--- config.mk ---
export PLATFORM = sky130hd
export DESIGN_NAME = mace_engine
export DESIGN_NICKNAME = d
export VERILOG_FILES = /design/src/logic/mace_pkg.sv /design/src/logic/mace_engine.sv /design/src/logic/mace_round.sv
export VERILOG_INCLUDE_DIRS = /design/src /design/src/logic
export SDC_FILE = /design/constraint.sdc
export NUM_CORES = 1
export LEC_CHECK = 0
export BUFFER_PORTS_ARGS = -buffer_cell sky130_fd_sc_hd__buf_2
export CAP_MARGIN = 20
export CORE_MARGIN = 3
export CORE_UTILIZATION = 50
export DETAILED_ROUTE_END_ITERATION = 7
export PLACE_DENSITY = 0.78
export SLEW_MARGIN = 0
export SYNTH_ARGS = -nofsm -noshare
export SYNTH_HDL_FRONTEND = slang
export SYNTH_SLANG_ARGS = --single-unit
--- constraint.sdc ---
create_clock -name core_clk -period 9 [get_ports core_clk]
set_input_delay 1.8 -clock core_clk [delete_from_list [all_inputs] [get_ports core_clk]]
set_output_delay 1.8 -clock core_clk [all_outputs]
set_load 0.05 [all_outputs]
--- src/logic/mace_defs.svh ---
// Constants for the multiply accumulate engine: widths, field positions,
// reset values and rounding figures.
// Assumes inclusion by bare name from every file that needs a figure.
`ifndef MACE_DEFS_SVH
`define MACE_DEFS_SVH

// ==========================================================================
// Widths
// ==========================================================================
`define MACE_OPND_W        16
`define MACE_PROD_W        32
`define MACE_ACC_W         40
`define MACE_BYTE_W        8
`define MACE_ACC_BYTES     5
`define MACE_RND_W         16

// ==========================================================================
// Accumulator field positions
// ==========================================================================
`define MACE_ACC_SIGN      39
`define MACE_ACC_RND_HI    31
`define MACE_ACC_RND_LO    16
`define MACE_ACC_FRAC_HI   15
`define MACE_ACC_LOW_SIGN  31
`define MACE_ACC_TOP_LO    32

// ==========================================================================
// Reset and constant values
// ==========================================================================
`define MACE_ACC_RST       40'h00_0000_0000
`define MACE_PROD_RST      32'h0000_0000
`define MACE_OPND_RST      16'h0000
`define MACE_RND_RST       16'h0000
`define MACE_RND_HALF      16'h8000
`define MACE_SAT_POS       16'h7fff
`define MACE_SAT_NEG       16'h8000
`define MACE_TOP_ONES      9'h1ff
`define MACE_TOP_ZERO      9'h000

`endif

--- src/logic/mace_pkg.sv ---
// Types shared by the multiply accumulate engine, its checker and its core model.
// Assumes mace_defs.svh is on the include path.
`include "mace_defs.svh"

package mace_pkg;

   // =======================================================================
   // Configuration bits, most significant first
   // =======================================================================
   typedef struct packed {
      logic shift_command;
      logic shift_direction;
      logic clear_accumulator;
      logic saturation_enable;
      logic fractional_select;
      logic multiply_only_select;
   } mace_cfg_type;

   // =======================================================================
   // Status flags, most significant first
   // =======================================================================
   typedef struct packed {
      logic high_overflow_flag;
      logic zero_flag;
      logic overflow_flag;
      logic negative_flag;
   } mace_flags_type;

   // =======================================================================
   // Operand register write strobes with their data
   // =======================================================================
   typedef struct packed {
      logic                      operand_a_wr;
      logic                      operand_b_high_wr;
      logic                      operand_b_low_wr;
      logic [`MACE_OPND_W-1:0]   operand_a;
      logic [`MACE_BYTE_W-1:0]   operand_b_byte;
   } mace_opnd_wr_type;

   // =======================================================================
   // Accumulator byte writes: one strobe per byte, byte 4 is the top byte
   // =======================================================================
   typedef struct packed {
      logic [`MACE_ACC_BYTES-1:0] byte_wr;
      logic [`MACE_BYTE_W-1:0]    byte_data;
   } mace_acc_wr_type;

endpackage

--- src/logic/mace_engine.sv ---
// Multiply accumulate engine: 16x16 signed multiplier, 40-bit accumulator,
// one-bit arithmetic shifter and rounding with optional saturation.
// Assumes every write strobe comes from logic on core_clk, one cycle long.
`timescale 1ns/1ps
`include "mace_defs.svh"

module mace_engine
(
   // Clock and reset
   input  wire logic                         core_clk,
   input  wire logic                         rstn,
   // Configuration write
   input  wire logic                         cfg_wr,
   input  wire mace_pkg::mace_cfg_type       cfg_wdata,
   // Operand writes
   input  wire mace_pkg::mace_opnd_wr_type   opnd_wr,
   // Accumulator byte writes
   input  wire mace_pkg::mace_acc_wr_type    acc_wr,
   // Register views
   output mace_pkg::mace_cfg_type            engine_config,
   output mace_pkg::mace_flags_type          engine_flags,
   output logic [`MACE_OPND_W-1:0]           operand_a,
   output logic [`MACE_OPND_W-1:0]           operand_b,
   output logic [`MACE_ACC_W-1:0]            accumulator,
   output logic [`MACE_RND_W-1:0]            rounded_result,
   // Pipeline state
   output logic                              busy
);
   import mace_pkg::*;

   // ======================================================================
   // Declarations
   // ======================================================================
   mace_cfg_type              cfg_reg;
   mace_flags_type            flags_reg;
   logic [`MACE_OPND_W-1:0]   opa_reg;
   logic [`MACE_OPND_W-1:0]   opb_reg;
   logic [`MACE_ACC_W-1:0]    acc_reg;
   logic [`MACE_ACC_W-1:0]    acc_next;
   logic [`MACE_ACC_W-1:0]    prod_reg;
   logic                      stage1_reg;
   logic                      stage2_reg;
   logic                      mult_only_reg;
   logic                      clear_now_reg;
   logic                      shift_done_reg;
   logic                      byte0_wr_reg;
   logic                      start;
   logic                      clear_start;
   logic                      shift_go;
   logic                      round_update;
   logic [`MACE_OPND_W-1:0]   opb_next;
   logic signed [`MACE_PROD_W-1:0] prod_raw;
   logic [`MACE_ACC_W-1:0]    prod_scaled;
   logic [`MACE_ACC_W-1:0]    prod_ext;
   logic [`MACE_ACC_W-1:0]    addend;
   logic [`MACE_ACC_W:0]      sum_wide;
   logic [`MACE_ACC_W-1:0]    sum;
   logic                      hi_over;
   logic                      lo_over;
   logic [`MACE_ACC_W-1:0]    acc_shifted;
   logic [`MACE_ACC_W-1:0]    acc_bytes;

   // ======================================================================
   // Start and command decode
   // ======================================================================
   // Operation starts on the low byte of operand B
   assign start       = opnd_wr.operand_b_low_wr;
   assign clear_start = start && cfg_reg.clear_accumulator;
   assign shift_go    = cfg_reg.shift_command;
   // Low byte of B joins the stored high byte in the start cycle
   assign opb_next    = {opb_reg[`MACE_OPND_W-1:`MACE_BYTE_W], opnd_wr.operand_b_byte};

   // ======================================================================
   // Operand registers
   // ======================================================================
   // Operand A, loaded whole
   always_ff @(posedge core_clk)
   begin
      if (!rstn)
      begin
         opa_reg <= `MACE_OPND_RST;
      end
      else if (opnd_wr.operand_a_wr)
      begin
         opa_reg <= opnd_wr.operand_a;
      end
   end

   // Operand B, loaded a byte at a time
   always_ff @(posedge core_clk)
   begin
      if (!rstn)
      begin
         opb_reg <= `MACE_OPND_RST;
      end
      else if (opnd_wr.operand_b_high_wr)
      begin
         opb_reg[`MACE_OPND_W-1:`MACE_BYTE_W] <= opnd_wr.operand_b_byte;
      end
      else if (opnd_wr.operand_b_low_wr)
      begin
         opb_reg <= opb_next;
      end
   end

   // ======================================================================
   // Configuration register with self-clearing command bits
   // ======================================================================
   // A software write in the same cycle wins over a self-clear
   always_ff @(posedge core_clk)
   begin
      if (!rstn)
      begin
         cfg_reg <= '0;
      end
      else if (cfg_wr)
      begin
         cfg_reg <= cfg_wdata;
      end
      else
      begin
         if (clear_start)
         begin
            cfg_reg.clear_accumulator <= 1'b0;
         end
         if (shift_go)
         begin
            cfg_reg.shift_command <= 1'b0;
         end
      end
   end

   // ======================================================================
   // Stage one: multiply
   // ======================================================================
   // Signed product of the current operands
   always_comb
   begin
      prod_raw = $signed(opa_reg) * $signed(opnd_wr.operand_b_low_wr ? opb_next : opb_reg);
      // Extend before scaling so a fraction product of +1.0 keeps its sign
      prod_ext = {{(`MACE_ACC_W-`MACE_PROD_W){prod_raw[`MACE_PROD_W-1]}}, prod_raw};
      // Fractions carry one extra sign bit; drop it to put the point at 31/30
      if (cfg_reg.fractional_select)
      begin
         prod_scaled = {prod_ext[`MACE_ACC_W-2:0], 1'b0};
      end
      else
      begin
         prod_scaled = prod_ext;
      end
   end

   // Product and mode latched as the operation enters stage one
   always_ff @(posedge core_clk)
   begin
      if (!rstn)
      begin
         prod_reg      <= `MACE_ACC_RST;
         mult_only_reg <= 1'b0;
      end
      else if (start)
      begin
         prod_reg      <= prod_scaled;
         mult_only_reg <= cfg_reg.multiply_only_select;
      end
   end

   // Pipeline valid bits; a start is taken while stage two runs
   always_ff @(posedge core_clk)
   begin
      if (!rstn)
      begin
         stage1_reg    <= 1'b0;
         stage2_reg    <= 1'b0;
         clear_now_reg <= 1'b0;
      end
      else
      begin
         stage1_reg    <= start;
         stage2_reg    <= stage1_reg;
         clear_now_reg <= clear_start;
      end
   end

   // ======================================================================
   // Stage two: accumulate
   // ======================================================================
   // Sign-extended product plus either the accumulator or zero
   always_comb
   begin
      if (mult_only_reg || clear_now_reg)
      begin
         addend = `MACE_ACC_RST;
      end
      else
      begin
         addend = acc_reg;
      end
      sum_wide = {addend[`MACE_ACC_SIGN], addend} + {prod_reg[`MACE_ACC_SIGN], prod_reg};
      sum      = sum_wide[`MACE_ACC_W-1:0];
      // Signed overflow out of the full 40 bits
      hi_over  = sum_wide[`MACE_ACC_W] != sum_wide[`MACE_ACC_SIGN];
      // Result no longer fits the 32-bit word below the top byte
      lo_over  = (sum[`MACE_ACC_SIGN:`MACE_ACC_LOW_SIGN] != `MACE_TOP_ZERO) &&
                 (sum[`MACE_ACC_SIGN:`MACE_ACC_LOW_SIGN] != `MACE_TOP_ONES);
   end

   // ======================================================================
   // Shifter and byte writes
   // ======================================================================
   // One-bit arithmetic shift
   always_comb
   begin
      if (cfg_reg.shift_direction)
      begin
         acc_shifted = {acc_reg[`MACE_ACC_SIGN], acc_reg[`MACE_ACC_SIGN:1]};
      end
      else
      begin
         acc_shifted = {acc_reg[`MACE_ACC_SIGN-1:0], 1'b0};
      end
   end

   // Per-byte merge of software writes into the accumulator
   genvar gi;
   generate
      for (gi = 0; gi < `MACE_ACC_BYTES; gi = gi + 1)
      begin : g_acc_byte
         assign acc_bytes[gi*`MACE_BYTE_W +: `MACE_BYTE_W] =
            acc_wr.byte_wr[gi] ? acc_wr.byte_data
                               : acc_reg[gi*`MACE_BYTE_W +: `MACE_BYTE_W];
      end
   endgenerate

   // Next accumulator: add, then clear, then shift, then byte write
   always_comb
   begin
      if (stage1_reg)
      begin
         acc_next = sum;
      end
      else if (clear_start)
      begin
         acc_next = `MACE_ACC_RST;
      end
      else if (shift_go)
      begin
         acc_next = acc_shifted;
      end
      else
      begin
         acc_next = acc_bytes;
      end
   end

   // Accumulator register
   always_ff @(posedge core_clk)
   begin
      if (!rstn)
      begin
         acc_reg <= `MACE_ACC_RST;
      end
      else
      begin
         acc_reg <= acc_next;
      end
   end

   // ======================================================================
   // Status flags
   // ======================================================================
   // Overflow flags are sticky until a clear; shifts leave all flags alone
   always_ff @(posedge core_clk)
   begin
      if (!rstn)
      begin
         flags_reg <= '0;
      end
      else if (stage1_reg)
      begin
         flags_reg.negative_flag <= sum[`MACE_ACC_SIGN];
         flags_reg.zero_flag     <= (sum == `MACE_ACC_RST);
         // Stage two clearing the flags still reports this result
         flags_reg.overflow_flag <= lo_over ||
                                    (flags_reg.overflow_flag && !clear_now_reg);
         if (!mult_only_reg)
         begin
            flags_reg.high_overflow_flag <= hi_over ||
               (flags_reg.high_overflow_flag && !clear_now_reg);
         end
         else if (clear_now_reg)
         begin
            flags_reg.high_overflow_flag <= 1'b0;
         end
      end
      else if (clear_start)
      begin
         flags_reg <= '0;
      end
   end

   // ======================================================================
   // Stage three and other rounding triggers
   // ======================================================================
   // Stage-three, post-shift and byte0-write update strobes
   always_ff @(posedge core_clk)
   begin
      if (!rstn)
      begin
         shift_done_reg <= 1'b0;
         byte0_wr_reg   <= 1'b0;
      end
      else
      begin
         shift_done_reg <= shift_go && !stage1_reg && !clear_start;
         byte0_wr_reg   <= acc_wr.byte_wr[0] && !stage1_reg && !clear_start && !shift_go;
      end
   end

   assign round_update = stage2_reg || shift_done_reg || byte0_wr_reg;

   // Rounding unit, reads the accumulator and the saturation enable bit
   mace_round u_round
   (
      .core_clk          (core_clk),
      .rstn              (rstn),
      .acc               (acc_reg),
      .saturation_enable (cfg_reg.saturation_enable),
      .update            (round_update),
      .rounded_result    (rounded_result)
   );

   // ======================================================================
   // Register views
   // ======================================================================
   assign engine_config = cfg_reg;
   assign engine_flags  = flags_reg;
   assign operand_a     = opa_reg;
   assign operand_b     = opb_reg;
   assign accumulator   = acc_reg;
   assign busy          = stage1_reg || stage2_reg || shift_go;

endmodule

--- src/logic/mace_round.sv ---
// Rounding and saturation unit of the multiply accumulate engine.
// Assumes the accumulator is stable in the cycle its update strobe is high.
`timescale 1ns/1ps
`include "mace_defs.svh"

module mace_round
(
   // Clock and reset
   input  wire logic                    core_clk,
   input  wire logic                    rstn,
   // Accumulator view and control
   input  wire logic [`MACE_ACC_W-1:0]  acc,
   input  wire logic                    saturation_enable,
   input  wire logic                    update,
   // Rounded result
   output logic      [`MACE_RND_W-1:0]  rounded_result
);
   import mace_pkg::*;

   logic [`MACE_RND_W-1:0] frac_part;
   logic [`MACE_RND_W-1:0] mid_part;
   logic                   round_up;
   logic [24:0]            wide_sum;
   logic                   pos_over;
   logic                   neg_over;
   logic [`MACE_RND_W-1:0] rounded_next;

   // ======================================================================
   // Unbiased round of the middle word, ties go to even
   // ======================================================================
   always_comb
   begin
      frac_part = acc[`MACE_ACC_FRAC_HI:0];
      mid_part  = acc[`MACE_ACC_RND_HI:`MACE_ACC_RND_LO];
      round_up  = (frac_part > `MACE_RND_HALF) ||
                  ((frac_part == `MACE_RND_HALF) && acc[`MACE_ACC_RND_LO]);
      wide_sum  = {acc[`MACE_ACC_SIGN], acc[`MACE_ACC_SIGN:`MACE_ACC_RND_LO]}
                  + {24'h00_0000, round_up};
      // Overflow once the rounded value leaves the signed 16-bit range
      pos_over  = !wide_sum[24] && (wide_sum[23:15] != `MACE_TOP_ZERO);
      neg_over  = wide_sum[24] && (wide_sum[23:15] != `MACE_TOP_ONES);
      if (saturation_enable && pos_over)
      begin
         rounded_next = `MACE_SAT_POS;
      end
      else if (saturation_enable && neg_over)
      begin
         rounded_next = `MACE_SAT_NEG;
      end
      else
      begin
         rounded_next = wide_sum[`MACE_RND_W-1:0];
      end
   end

   // ======================================================================
   // Result register, written only on an update strobe
   // ======================================================================
   always_ff @(posedge core_clk)
   begin
      if (!rstn)
      begin
         rounded_result <= `MACE_RND_RST;
      end
      else if (update)
      begin
         rounded_result <= rounded_next;
      end
   end

endmodule

* Word level (Yosys, flattened, before mapping)
Index checks and enable logic that the tools add are counted.
Widths: inputs -> output; s select.
** Operators by class
- Muxes and demuxes :: 21
- Reductions and logical operators :: 40
- Add/subtract/negate cells :: 2
- Multiply operators :: 1
- Eq/ne operators :: 6
- $lt $le $gt $ge :: 1
** Operators with widths (count)
- $mux 40 :: 5
- $mux 8 :: 7
- $add 40x33->41 :: 1
- $logic_not 40->1 :: 1
- $mul 16x16->32 :: 1
- $mux 16 :: 2
- $mux 32 :: 1
- $add 24x2->25 :: 1
- $reduce_bool 4->1 :: 5
- $ne 9x9->1 const B :: 2
- $reduce_bool 9->1 :: 2
- $eq 16x16->1 const B :: 1
- $gt 16x16->1 const B :: 1
- $logic_and 1x1->1 :: 14
- $logic_or 1x1->1 :: 8
- $mux 4 :: 2
- $reduce_and 2->1 :: 3
- $logic_not 1->1 :: 5
- $mux 1 :: 4
- $ne 4x2->1 const B :: 1
- $reduce_bool 2->1 :: 2
- $ne 3x2->1 const B :: 1
- $ne 1x1->1 :: 1
** Storage, ports and cells
- Word-level logic and storage cells :: 98
- Output and inout port bits :: 99
- Input port bits :: 49
- Register bits after elaboration :: 137

* Depth between registers and ports, before layout
- Depth after elaboration :: 9
- Gate-level depth with buffers :: 27

* Modules after synthesis
A second synthesis with hierarchy kept.
** Unflattened totals
- Cell total of the unflattened synthesis :: 2286
- Area, all modules :: 19457.4 um^2
** By module, submodules not included
- mace_engine :: times used 1, seq. area each 2422.3 um^2, area an instance 18151.2 um^2, cells each 2129
- mace_round :: times used 1, seq. area each 320.3 um^2, area an instance 1306.3 um^2, cells each 157

* Worst setup path after synthesis
Ideal clock, no wire load.
- Kind :: input port to flip-flop
- From :: input port opnd_wr[24] in the netlist's numbering
- To :: register prod_reg[31]
- Data required time :: 8926 ps
- Path buffers :: 3
- Path slack :: 347 ps
- Stages on the path :: 25
- Arrival :: 8579 ps
- Path through :: clkbuf_1 > clkbuf_1 > mux2_2 > clkbuf_1 > nand2_1 > fa_1 > fa_1 > fa_1 > fa_1 > inv_1 > fa_1 > inv_1 > fa_1 > inv_1 > ha_1 > a21o_1 > a21o_1 > a221o_1 > o2111ai_1 > a21boi_0 > o311ai_0 > a31o_2 > xnor2_1 > nand2_1 > a31oi_1
** On the way
- Longest elaborated chain between the ends :: 3
** RTL lines
- start: declaration :: RTL line mace_engine.sv:16 : input wire mace_pkg::mace_opnd_wr_type opnd_wr,
- $mux 8
- $mul 16x16->32 :: RTL line mace_engine.sv:139 : prod_raw = $signed(opa_reg) * $signed(opnd_wr.operand_b_low_wr ? opb_next : opb_reg);
- $mux 32 :: RTL line mace_engine.sv:143 : if (cfg_reg.fractional_select)
- end signal: assignment :: RTL line mace_engine.sv:158 : prod_reg <= `MACE_ACC_RST;
- end signal: assignment :: RTL line mace_engine.sv:163 : prod_reg <= prod_scaled;
- end: declaration :: RTL line mace_engine.sv:40 : logic [`MACE_ACC_W-1:0] prod_reg;
Parallel ways exist; a longest one is shown, timed or not.
A chain may end at the register's enable or synchronous reset.

* Worst setup path in the final report
- From :: input port opnd_wr[24] in the netlist's numbering
- To :: register prod_reg[28]
The elaborated chain is that of the path after synthesis.

==> summary by stage <==
Synth
The number of synthesis warnings is 0. After technology mapping, the gate count stands at 2,286. The average instance in the mapped netlist occupies 8.36 um2. The fraction of synthesized cell area taken by the top area cell type is 0.276. In this run, synthesis produced a sequential element count of 137. The biggest area contributor in the post-synthesis netlist is sky130_fd_sc_hd__fa_1.

In this run the cell area of the synthesized design comes to 19,100 um2. The most common flop cell mapped by yosys is sky130_fd_sc_hd__dfxtp_1. After synthesis, the cell types taking the most area are sky130_fd_sc_hd__fa_1 28%, sky130_fd_sc_hd__dfxtp_1 14%, sky130_fd_sc_hd__ha_1 8.1%, sky130_fd_sc_hd__inv_1 6.3%, sky130_fd_sc_hd__mux2i_1 4.9%. Counting flops with a built-in enable in the synthesized netlist gives 0. The share of flip-flops with an asynchronous set or reset after synthesis is 0. The number of nets handed over by synthesis was 2,722.

The share of the Yosys chip area taken by registers is 0.144. The post-synthesis cell type count is 76.

Route
In the routed layout, each cell is associated on average with a via count of 5.76. The antenna violation net count after detailed routing is 0. In the final routing, the length of wire on met1 measures 22,200 um.

The number of DRC markers after the initial detailed-route iteration is 1,169. The met2 wire length is 25,500 um. For this block, the routed nets add up to 52,900 um of wire. The routed length on met3 is 3690 um. In the routed design, unresolved DRC markers number 0. In the final routed layout, each cell accounts on average for 18.4 um. The final route contains 16.5k vias. The uppermost metal layer occupied by signal nets is met5. The number of detailed-routing iterations run before antenna repair is 7.

Setup path
STA puts the critical path data required time at 9290 ps. The arrival time at the worst endpoint is 8760 ps. The delay contributed by the slowest stage of the critical path is 610 ps. By instance count, the cell type seen most on the critical path is sky130_fd_sc_hd__fa_1. The highest fanout seen on the critical path is 17. The worst setup path is of the in2reg kind. STA classifies the critical path endpoint as a flip-flop. The buffer and inverter count on the worst path is 6. Broken down by cell family, the worst path's largest delay share belongs to adder cells.

The highest-delay cell along the critical path is sky130_fd_sc_hd__o311ai_0. The worst setup path is launched from an input port.

STA
After layout, the minimum clock period comes to 8470 ps. The setup skew after layout is 15.8 ps. Final hold analysis gives a worst-case slack of 451 ps. The maximum achievable frequency is 118 MHz. The relative max-transition margin is 0.199. Setup repair after global routing left no endpoint under its margin. The hold violation total from the final report came to 0. The total setup violations reported at the end of the flow is 0. The fraction of the cycle the final worst path needs is 0.941. Summed over all failing endpoints, the final setup total negative slack is 0 ps. The max-slew violation count is 0. For the pin with the worst max-slew slack, the measured transition is 1190 ps.

Floorplan
The total core area is 37,100 um2. The standard-cell row count is 70. The chip height is 201 um. In this run the horizontal extent of the chip is 201 um. For this configuration, the core starts out at a cell density of 0.515.

148 I/O pins were placed. The die covers 40,600 um2.

Clock network
After clock tree synthesis, the repair step resized 0 gates. TritonCTS built the clock tree. The longest clock path from root to sink contains 2 buffers. The insertion delay of the later-clocked pin in the worst-skew pair is 450 ps.

Clock-pin slew was measured on the worst setup and hold paths at 70 ps. The number of clock sinks is 137. The H-tree was split into 4 levels. TritonCTS created 17 clock buffers. Once the clock tree was built, the setup fixing pass inserted 0 buffers. The number of hold buffers added after CTS was 0. The library cell used as clock root buffer is sky130_fd_sc_hd__clkbuf_16.

Global route
The via count of the first global-routing pass is 17.2k. Across every metal layer, demand over resource in global routing totals 0.265. The overall overflow remaining after global route is 0. The first global-routing pass estimated 87,800 um of wire.

The initial antenna violation count is 1. The maximum number of pins on one net before global-route repair is 70.

Finish
The register with the most flip-flops in the layout has 40 of them. The post-route core utilization is 0.559. Counting the fill cells in the layout gives 3,394. The footprint of the multi-input gates is 14,700 um2. In the final layout, the share of cells above drive strength 1 is 0.0962.

The final layout contains 2,793 nets. Across the whole layout, storage elements account for 2740 um2. The commonest non-fill, non-tap cell in the layout is sky130_fd_sc_hd__inv_1. The library cells used most frequently in the layout, excluding fill and tap cells, are 322 x sky130_fd_sc_hd__inv_1, 263 x sky130_fd_sc_hd__fa_1, 205 x sky130_fd_sc_hd__nand2_1.

The count of antenna diodes in the layout is 0. The area growth from synthesis to layout is 8.64%.

Power and ir drop
The power per cell area is 160 nW/um2. The maximum ir drop on the vdd rail is 0.000164 V. The leakage power figure is 10.2 nW.

Job
The number of max-cap violations is 0.

Placement
The count of buffers added on input and output ports is 147. The HPWL after detailed placement is 40,300 um. The final weighted congestion in routability-driven placement is 0.905.

Run status
The flow ran to the end, and the final reports show no timing, DRC or antenna violations.

Min path
The type of the worst min-delay path is reg2reg.
==> per-stage QoR <==
stage,area [um2],total power [mW],setup WS [ps],instances
floorplan,19100,2.16,347,2286
global placement,20100,2.54,334,2837
detailed placement,20200,2.60,204,2839
CTS,20700,3.31,656,2871
global route,20800,3.57,194,2874
finish,20800,3.32,530,2874
==> worst reg2reg max path: stages (launching register included) <==
cell and delay [ps]:
sky130_fd_sc_hd__dfxtp_1 920, sky130_fd_sc_hd__nand2_1 170, sky130_fd_sc_hd__fa_1 530, sky130_fd_sc_hd__fa_1 470, sky130_fd_sc_hd__fa_1 530, sky130_fd_sc_hd__fa_1 550
sky130_fd_sc_hd__inv_1 50, sky130_fd_sc_hd__fa_1 480, sky130_fd_sc_hd__inv_1 50, sky130_fd_sc_hd__fa_1 470, sky130_fd_sc_hd__inv_1 40, sky130_fd_sc_hd__ha_1 340
sky130_fd_sc_hd__a21o_1 200, sky130_fd_sc_hd__a21o_1 170, sky130_fd_sc_hd__a221o_1 360, sky130_fd_sc_hd__o2111ai_1 420, sky130_fd_sc_hd__a21boi_0 200, sky130_fd_sc_hd__o311ai_0 610
sky130_fd_sc_hd__a21oi_1 160, sky130_fd_sc_hd__xor2_1 190, sky130_fd_sc_hd__mux2i_1 150, sky130_fd_sc_hd__a21oi_1 90
==> logic make-up after synthesis <==
| kind of cell | count (synthesis) | synth area share |
|---|---|---|
| adder cells (fa/ha/maj) | 388 | 0.357 |
| buffers and inverters | 443 | 0.0881 |
| AO/OA/AOI/OAI | 476 | 0.152 |
| flip-flops | 137 | 0.144 |
| XOR/XNOR | 70 | 0.0321 |
| multiplexers | 99 | 0.0522 |
| AND/OR/NAND/NOR | 673 | 0.175 |
==> power breakdown <==
part / switching (mW) / internal [mW] / leakage (nW)
Sequential: 0.129 / 0.677 / 1.13
Combinational: 1.12 / 0.695 / 8.75
Clock: 0.332 / 0.372 / 0.284
==> metal layers <==
| layer | vias up | GRT usage |
|---|---|---|
| li1 | 7648 | - |
| met1 | 8122 | 0.345 |
| met2 | 663 | 0.454 |
| met3 | 106 | 0.0404 |
| met4 | 2 | 0.0857 |
| met5 | - | 0 |
==> cell type report <==
| type | count | share of cell area |
|---|---|---|
| multi-input cells | 1706 | 0.707 |
| clock inverters | 14 | 0.00603 |
| clock buffers | 18 | 0.0212 |
| flip-flops and latches | 137 | 0.132 |
| repair buffers | 170 | 0.0442 |
| inverters | 325 | 0.0588 |
| well taps | 504 | 0.0304 |
==> synthesized netlist by cell type (all sizes together) (10+ instances only) <==
cell / instances
a21o: 40
a21oi: 184
o21ai: 116
nand2b: 27
and3: 11
nor2: 145
dfxtp: 137
and2: 112
xor2: 23
ha: 124
nand2: 205
buf: 12
mux2i: 94
nor3: 24
nand3: 26
nor2b: 65
fa: 263
o21a: 10
xnor2: 47
clkbuf: 106
a31oi: 17
nand4: 11
inv: 322
o211ai: 11
a211oi: 23
==> worst paths after layout <==
path	start	end	slack, ps	cells past startpoint
max reg2reg	operand_a[8]	prod_reg[28]	1720	21
min	engine_flags[0]	engine_flags[0]	450	2
min reg2reg	engine_flags[0]	engine_flags[0]	450	2
max	opnd_wr[24]	prod_reg[28]	530	25
(Power assumes the default switching activity.)
